[src/shared/gdt_regs.vh]
/*
  constants for the two-wire slave of the 12-channel reference generator:
  addresses, command codes, channel index range, reset codes.
  assumes inclusion by bare name from design files.
*/
`ifndef GDT_REGS_VH
`define GDT_REGS_VH

`define GDT_ADDR_BASE 6'h3a
`define GDT_GCALL_ADDR 8'h00
`define GDT_GCALL_RESET 8'h06
`define GDT_HS_CODE_TOP 5'h01
`define GDT_CHAN_LAST 4'hb
`define GDT_CODE_MSB 9
`define GDT_LATCH_ALL_BIT 15
`define GDT_RST_A 10'h3e0
`define GDT_RST_B 10'h360
`define GDT_RST_C 10'h320
`define GDT_RST_D 10'h300
`define GDT_RST_E 10'h2c0
`define GDT_RST_F 10'h240
`define GDT_RST_G 10'h1c0
`define GDT_RST_H 10'h140
`define GDT_RST_I 10'h100
`define GDT_RST_J 10'h0e0
`define GDT_RST_K 10'h0a0
`define GDT_RST_L 10'h020

`endif

[src/design/gdt_slave.v]
/*
  two-wire slave front end of a 12-channel 10-bit reference generator.
  holds: pin synchronisers and start/stop detection, the byte engine that
  shifts address, channel and data bytes in and read bytes out, address
  match with the strap pin, hs-mode entry on the master code and exit at
  stop, general call reset, and the two-stage channel bank (preload and
  output) with latch-pin and latch-all-bit transfer.
  also holds the small two-flop synchroniser used for every pin.
  assumes scl/sda arrive from outside the 100 mhz clock domain and that the
  bench resolves the open-drain sda wire from o_sda_oe.
  assumes scl low and high phases each last several system clocks, since
  every bus edge is seen two to three clocks late through the synchronisers.
  limitation: the channel bank lives in flops, so its reset values are fixed
  at build time; a general call rebuilds them exactly like power-up.
*/
`timescale 1ns/10ps
`default_nettype none
`include "gdt_regs.vh"

module gdt_slave #(
  parameter NCH = 12
) (
  input wire i_clk,
  input wire i_reset_n,
  input wire i_scl,
  input wire i_sda,
  input wire i_addr_select_pin,
  input wire i_latch_hold_pin,
  output reg o_sda_oe,
  output reg o_hs_mode,
  output reg [NCH*10-1:0] o_level
);

  // byte engine states: idle between frames, then one state per byte kind.
  // ignore swallows the rest of a frame that is not ours or was refused,
  // so nothing is acked until the next start or stop.
  // rdata also covers the master's ack bit between read bytes.
  localparam ST_IDLE = 3'h0;
  localparam ST_ADDR = 3'h1;
  localparam ST_CMD = 3'h2;
  localparam ST_WDATA = 3'h3;
  localparam ST_RDATA = 3'h4;
  localparam ST_GCALL = 3'h5;
  localparam ST_IGNORE = 3'h6;

  // pin synchronisers; the bus lines reset to their released high level so
  // that no false start or stop is seen right after reset
  wire scl;
  wire sda;
  wire latch_hold_sync;
  wire addr_sel_sync;

  gdt_sync2 #(
    .RST_VAL(1'b1)
  ) u_sync_scl (
    .i_clk(i_clk),
    .i_reset_n(i_reset_n),
    .i_pin(i_scl),
    .o_sync(scl)
  );

  gdt_sync2 #(
    .RST_VAL(1'b1)
  ) u_sync_sda (
    .i_clk(i_clk),
    .i_reset_n(i_reset_n),
    .i_pin(i_sda),
    .o_sync(sda)
  );

  gdt_sync2 #(
    .RST_VAL(1'b0)
  ) u_sync_latch (
    .i_clk(i_clk),
    .i_reset_n(i_reset_n),
    .i_pin(i_latch_hold_pin),
    .o_sync(latch_hold_sync)
  );

  gdt_sync2 #(
    .RST_VAL(1'b0)
  ) u_sync_asel (
    .i_clk(i_clk),
    .i_reset_n(i_reset_n),
    .i_pin(i_addr_select_pin),
    .o_sync(addr_sel_sync)
  );

  // one history stage behind the synchronised bus lines for edge finding
  reg scl_d;
  reg sda_d;
  always @(posedge i_clk) begin
    if (!i_reset_n) begin
      scl_d <= 1'b1;
      sda_d <= 1'b1;
    end else begin
      scl_d <= scl;
      sda_d <= sda;
    end
  end
  wire scl_rise = scl & ~scl_d;
  wire scl_fall = ~scl & scl_d;
  // sda moving while scl stays high is framing, never data
  wire start_det = scl & scl_d & sda_d & ~sda;
  wire stop_det = scl & scl_d & ~sda_d & sda;

  // byte engine: frame state, bit count and the shared shift register
  reg [2:0] state;
  reg [3:0] bitcnt;
  reg [7:0] shreg;
  // write side: high half of a word waits here until the low half lands
  reg [7:0] upper;
  reg have_upper;
  // channel pointer, shared by writes and reads
  reg [3:0] chan;
  // ninth clock of a byte: ack from us on writes, from the master on reads
  reg ack_phase;
  reg master_ack;
  // read side: queued byte and which half of the word the queued byte holds
  reg [7:0] tx_byte;
  reg tx_low;
  // first stage of every channel; the output stage is o_level itself
  reg [NCH*10-1:0] preload;
  // one-clock pulse that replays the power-up reset after a general call
  reg gcall_rst;

  // reset codes, channel a in the low slice
  wire [NCH*10-1:0] rst_codes = {`GDT_RST_L, `GDT_RST_K, `GDT_RST_J, `GDT_RST_I, `GDT_RST_H, `GDT_RST_G,
    `GDT_RST_F, `GDT_RST_E, `GDT_RST_D, `GDT_RST_C, `GDT_RST_B, `GDT_RST_A};

  // bit capture: the rise path shifts in rx_next; the byte decode at the
  // fall reads the settled shift register, never the live line, because
  // by then sda may already carry the next bit or the ack
  wire [7:0] rx_next = {shreg[6:0], sda};
  wire [7:0] rx_byte = shreg;
  wire [6:0] own_addr = {`GDT_ADDR_BASE, addr_sel_sync};
  wire [9:0] sel_code = preload[chan*10 +: 10];
  wire chan_ok = (chan <= `GDT_CHAN_LAST);

  // address byte classes, decoded once from the captured byte
  wire is_master_code = (rx_byte[7:3] == `GDT_HS_CODE_TOP);
  wire is_gcall = (rx_byte == `GDT_GCALL_ADDR);
  wire is_own = (rx_byte[7:1] == own_addr);
  wire is_read = rx_byte[0];
  // channel byte: high nibble must be clear and the index in range
  wire chan_byte_ok = (rx_byte[7:4] == 4'h0) && (rx_byte[3:0] <= `GDT_CHAN_LAST);
  // the ten-bit word completed by the low byte; bits above d9 are dropped
  wire [9:0] wr_code = {upper[1:0], rx_byte};
  wire latch_all = upper[`GDT_LATCH_ALL_BIT-8];

  // read pointer after a finished word; wraps after the last channel
  reg [3:0] next_chan;
  always @* begin
    next_chan = chan + 4'h1;
    if (chan >= `GDT_CHAN_LAST)
      next_chan = 4'h0;
  end

  // read word: code right-aligned, high bits zero
  wire [7:0] rd_hi = {6'h00, sel_code[9:8]};
  wire [7:0] rd_lo = sel_code[7:0];
  // high half of the following channel, queued as a word ends
  wire [9:0] nxt_code = preload[next_chan*10 +: 10];
  wire [7:0] nxt_hi = {6'h00, nxt_code[9:8]};

  // byte engine: sample on scl rise, act on scl fall
  always @(posedge i_clk) begin
    if (!i_reset_n || gcall_rst) begin
      // power-up and general call share this path
      state <= ST_IDLE;
      bitcnt <= 4'h0;
      shreg <= 8'h00;
      upper <= 8'h00;
      have_upper <= 1'b0;
      chan <= 4'h0;
      ack_phase <= 1'b0;
      tx_byte <= 8'h00;
      tx_low <= 1'b0;
      master_ack <= 1'b0;
      o_sda_oe <= 1'b0;
      o_hs_mode <= 1'b0;
      preload <= rst_codes;
      o_level <= rst_codes;
      gcall_rst <= 1'b0;
    end else if (start_det) begin
      // repeated start keeps hs mode and the channel pointer
      state <= ST_ADDR;
      bitcnt <= 4'h0;
      have_upper <= 1'b0;
      ack_phase <= 1'b0;
      o_sda_oe <= 1'b0;
    end else if (stop_det) begin
      state <= ST_IDLE;
      have_upper <= 1'b0;
      ack_phase <= 1'b0;
      o_sda_oe <= 1'b0;
      o_hs_mode <= 1'b0;
    end else begin
      // latch pin low: the output bank tracks the whole preload bank
      if (!latch_hold_sync)
        o_level <= preload;
      if (scl_rise && state != ST_IDLE) begin
        if (ack_phase)
          master_ack <= ~sda;
        else begin
          // while reading, shreg holds the outgoing byte; never shift it here
          if (state != ST_RDATA)
            shreg <= rx_next;
          bitcnt <= bitcnt + 4'h1;
        end
      end
      if (scl_fall && state != ST_IDLE) begin
        if (ack_phase) begin
          // end of ninth clock: release sda, set up next byte
          ack_phase <= 1'b0;
          bitcnt <= 4'h0;
          o_sda_oe <= 1'b0;
          if (state == ST_RDATA) begin
            if (!master_ack)
              state <= ST_IGNORE; // master nack ends the read
            else begin
              o_sda_oe <= ~tx_byte[7];
              shreg <= {tx_byte[6:0], 1'b0};
            end
          end
        end else if (bitcnt == 4'h8) begin
          ack_phase <= 1'b1;
          o_sda_oe <= 1'b0;
          case (state)
            ST_ADDR: begin
              // the master code is never acked and opens hs operation
              if (is_master_code && !o_hs_mode) begin
                o_hs_mode <= 1'b1;
                state <= ST_IGNORE;
              end else if (is_gcall) begin
                o_sda_oe <= 1'b1;
                state <= ST_GCALL;
              end else if (is_own) begin
                o_sda_oe <= 1'b1;
                if (is_read) begin
                  // the first read byte is the high half of the word
                  state <= ST_RDATA;
                  tx_byte <= rd_hi;
                  tx_low <= 1'b0;
                end else
                  state <= ST_CMD;
              end else
                state <= ST_IGNORE;
            end
            ST_CMD: begin
              // a refused channel byte is nacked, so no data follows it
              chan <= rx_byte[3:0];
              if (chan_byte_ok) begin
                o_sda_oe <= 1'b1;
                state <= ST_WDATA;
              end else
                state <= ST_IGNORE;
            end
            ST_GCALL: begin
              if (rx_byte == `GDT_GCALL_RESET)
                o_sda_oe <= 1'b1;
              state <= ST_IGNORE;
            end
            ST_WDATA: begin
              if (!chan_ok)
                state <= ST_IGNORE;
              else if (!have_upper) begin
                // the high half waits here; a start or stop drops it
                upper <= rx_byte;
                have_upper <= 1'b1;
                o_sda_oe <= 1'b1;
              end else begin
                have_upper <= 1'b0;
                o_sda_oe <= 1'b1;
                preload[chan*10 +: 10] <= wr_code;
                chan <= chan + 4'h1;
                if (!latch_hold_sync)
                  o_level[chan*10 +: 10] <= wr_code;
                else if (latch_all) begin
                  // the whole bank moves at once, this word included
                  o_level <= preload;
                  o_level[chan*10 +: 10] <= wr_code;
                end
              end
            end
            ST_RDATA: begin
              // line released for the master's ack; the read goes on
              state <= ST_RDATA;
            end
            default: state <= ST_IGNORE;
          endcase
        end else if (state == ST_RDATA) begin
          // shift the next read bit out; a 1 releases the line
          o_sda_oe <= ~shreg[7];
          shreg <= {shreg[6:0], 1'b0};
        end
      end
      // ack of general call reset done: reset on release of the line
      if (scl_fall && ack_phase && state == ST_IGNORE && o_sda_oe && shreg == `GDT_GCALL_RESET)
        gcall_rst <= 1'b1;
      // queue the byte after the one just launched: the low half of the same
      // channel, or the high half of the next one once a word is done
      if (scl_fall && ack_phase && state == ST_RDATA && master_ack) begin
        if (!tx_low) begin
          tx_byte <= rd_lo;
          tx_low <= 1'b1;
        end else begin
          chan <= next_chan;
          tx_byte <= nxt_hi;
          tx_low <= 1'b0;
        end
      end
    end
  end

endmodule

// two-flop synchroniser for one pin; only the second stage leaves it,
// so the possibly metastable first stage never reaches any logic
module gdt_sync2 #(
  parameter RST_VAL = 1'b0
) (
  input wire i_clk,
  input wire i_reset_n,
  input wire i_pin,
  output reg o_sync
);

  reg meta;

  // reset value matches the pin's idle level to avoid a false edge
  always @(posedge i_clk) begin
    if (!i_reset_n) begin
      meta <= RST_VAL;
      o_sync <= RST_VAL;
    end else begin
      meta <= i_pin;
      o_sync <= meta;
    end
  end

endmodule

`default_nettype wire

[config.mk]
export PLATFORM = sky130hd
export DESIGN_NAME = gdt_slave
export DESIGN_NICKNAME = d
export VERILOG_FILES = /design/src/design/gdt_slave.v
export VERILOG_INCLUDE_DIRS = /design/src /design/src/shared
export SDC_FILE = /design/constraint.sdc
export NUM_CORES = 1
export LEC_CHECK = 0
export BUFFER_PORTS_ARGS = -buffer_cell sky130_fd_sc_hd__buf_4
export CAP_MARGIN = 15
export CORE_MARGIN = 2
export CORE_UTILIZATION = 35
export DETAILED_ROUTE_END_ITERATION = 7
export PLACE_DENSITY = 0.55
export SLEW_MARGIN = 20
export SYNTH_ARGS = -nofsm -noshare
export SYNTH_HDL_FRONTEND = slang
export SYNTH_SLANG_ARGS = --single-unit
[constraint.sdc]
create_clock -name i_clk -period 5.85 [get_ports i_clk]
set_input_delay 0.2925 -clock i_clk [delete_from_list [all_inputs] [get_ports i_clk]]
set_output_delay 0.2925 -clock i_clk [all_outputs]
set_load 0.05 [all_outputs]
==> results.md <==
- Diode count: 0
- Routability cong.: 0.988
- First-pass GRT wire length: between 100,000 and 150,000 µm
- Share of cells above drive strength 1: 0.174
- Mapped Nets: 1,990
- Number of flops mapped to enable cells by yosys: 0
- Total gr overflow: 0
- Post-synth top flop: dfxtp_1
- Period utilization: 0.824
- Worst-Margin Slew: 1.28 ns
- CP Data Required Time: 6.31 ns
- FFs w/ async S/R, synth: 0
- Final Hold Vio Count: 0
- Post-Route Setup TNS: 0 ns
- Die area: 49,400 µm²
- TritonCTS clock tree: done
- Post-Syn Area: 16,700 µm²
- Vias per cell: 6.48
- Crit path DAT: 5.28 ns
- Post-CTS Setup Bufs: 0
- Root buffer cell: clkbuf_16
- WHS: a little over 0.4 ns
- Clk slew on worst S/H paths: 0.06 ns
- Final setup violation count: 0
- Detailed Route Iter0 Violations: 2,034
- P_leak: 7.15 nW
- Starting Density: 0.356
- Clk_lat worst skew: about 0.58 ns
- Critical Path Source Type: register
- PortBufs: 127
- Max-slew violation count: 0
- Slew headroom: 0.146
- Die height: 222 µm
- Crit-path max FO: 8
- Power per cell area: 241 nW/µm²
- Largest net degree at the start of global routing: 102
- Largest cells by area after synthesis: dfxtp_1 34%, mux2i_1 11%, a21oi_1 5.7%
- RSZ-0062 raised after global routing: no
- HPWL Detailed: 57,300 µm
- DRC: 0
- Nets: ~2,100
- Yosys warnings: 0
- Vias: 17,400
- Area growth syn-to-layout: 17.4%
- GRT Total Usage: 0.314
- Seq/Total Area, Yosys: 0.345
- Total iterations of the first detailed-routing run: 6
- Worst vdd ir: 0.215 mV
- Crit. End Element: register
- Status: finished, final reports clean
- Vias in the first global route: about 17,000
- Yosys top cell by area: dfxtp_1
- CP Class: register to register
- Row count: 79
- Routed Antenna Nets: 0
- Clock Skew: 0.0292 ns
- H-tree lvl count: 2
- Clock sinks: 287
- Most frequent cell after synthesis: dfxtp_1
- CTS Buffer Depth: 3
- Ports: 128
- Max Cap Viol: 0
- Synth cell count leaders: 287 x dfxtp_1, 196 x nor2_1, 192 x nand2_1, 189 x a21oi_1, 176 x mux2i_1
- Mapped Cells: about 2,000
- WL/cell: 29.5 µm
- Fin crit period: between 4 and 5 ns
- Top-area cell type share of the netlist area: 0.345
- Worst Hold Class: register to register
- Antenna violations before repair: 2
- Avg Inst Size Synth: 8.44 µm²
- Achievable frequency: between 200 and 250 MHz
- Clock buffer count from CTS: 36
- Routed WL: 79,500 µm
- Die Width: ~220 µm
- Total core area: 46,800 µm²
- Yosys cell types: 87
- Synthesized flop and latch total: 287
[registers in the layout, indices dropped and copies added, names as in the netlist, 3 cells and up]
signal / count
o_level: 120
preload: 120
rx_byte: 8
tx_byte: 8
bitcnt: 4
chan: 4
state: 3
upper: 3
[worst max-delay path, cell delays in order (launching register included)]
cell and delay (ns):
dfxtp_2 0.32, ha_1 0.28, ha_1 0.21, fa_1 0.48, or4b_2 0.73, nor2_1 0.15, ha_1 0.32, nand2b_1 0.32
nor4_1 0.89, nand3_1 0.40, mux2_2 0.39, a21oi_1 0.15, o21ai_1 0.07
[path summary, 6_finish.rpt]
path / to / startpoint / slack (ns) / depth (start not counted)
hold reg to reg: u_sync_sda.o_sync / u_sync_sda.meta / 0.41 / 1
hold / removal: u_sync_sda.o_sync / u_sync_sda.meta / 0.41 / 1
setup / recovery: o_level[115] / chan[1] / 1.03 / 12
setup reg to reg: o_level[115] / chan[1] / 1.03 / 12
[kinds of logic (layout without fill, tap and decap cells)]
family / after synthesis / in the layout / synth area share
DFF: 287 / 287 / 0.345
adders and majority gates: 10 / 10 / 0.00796
and+or+nand+nor: 651 / 651 / 0.183
muxes: 254 / 254 / 0.180
buffers and inverters: 170 / 280 / 0.0411
AOI/OAI and AO/OA: 588 / 588 / 0.236
xor gates and xnor gates: 14 / 14 / 0.00736
[layout make-up]
class	count	area [µm²]
clock buffer	53	1070
sequential	287	5750
tap	607	759
fill	4657	27200
multi-input combinational	1517	10300
inverter	22	82.6
timing repair buffer	193	1480
clock inverter	12	128
[through the flow]
step / area [µm²] / cells / setup WS [ns] / power [mW] / utilization
after floorplan: 16700 / 1974 / 1.55 / 2.32 / -
after global placement: 18300 / 2619 / 1.01 / 2.46 / 0.391
after CTS: 19600 / 2691 / 1.07 / 4.73 / 0.418
after detailed placement: 18300 / 2619 / 1.08 / 2.47 / 0.391
final: 19600 / 2691 / 1.03 / 4.71 / 0.418
after global routing: 19600 / 2691 / 0.801 / 4.83 / 0.418
[power breakdown]
group          leakage [nW]  switching, mW  total [mW]  internal, mW
Combinational          4.24          0.300       0.403         0.103
Clock                 0.587          0.962        2.28          1.32
Sequential             2.33         0.0359        2.03          1.99
[cells in the final DEF (no fill, tap or decap), drive strengths merged, types with 16 or more instances in the layout]
cell and n:
o21ai 88, mux2 46, nor2b 16, buf 186
a211oi 20, clkbuf 53, dfxtp 287, mux4 32
nor3 55, a22oi 28, nand3 72, o221ai 70
nand4 17, nand2b 18, and2 22, o32ai 17
o22ai 44, o211ai 19, a21oi 190, nand2 192
inv 20, mux2i 176, nor2 197
[per-layer routing]
layer  GRT usage  vias up  part of all wire
met5           0        -           0.00016
met4       0.177        2             0.064
met3      0.0595      259             0.084
met2       0.492     1014              0.44
met1       0.406     8529              0.41
li1            -     7640                 -
[repair_timing]
item / CTS / global route
endpoints found under the setup margin: 0 / 0
hold endpoints to repair: 8 / 0
hold buffers: 7 / 0
resized for setup: 0 / 0
Power figures use the tool's default switching activity.
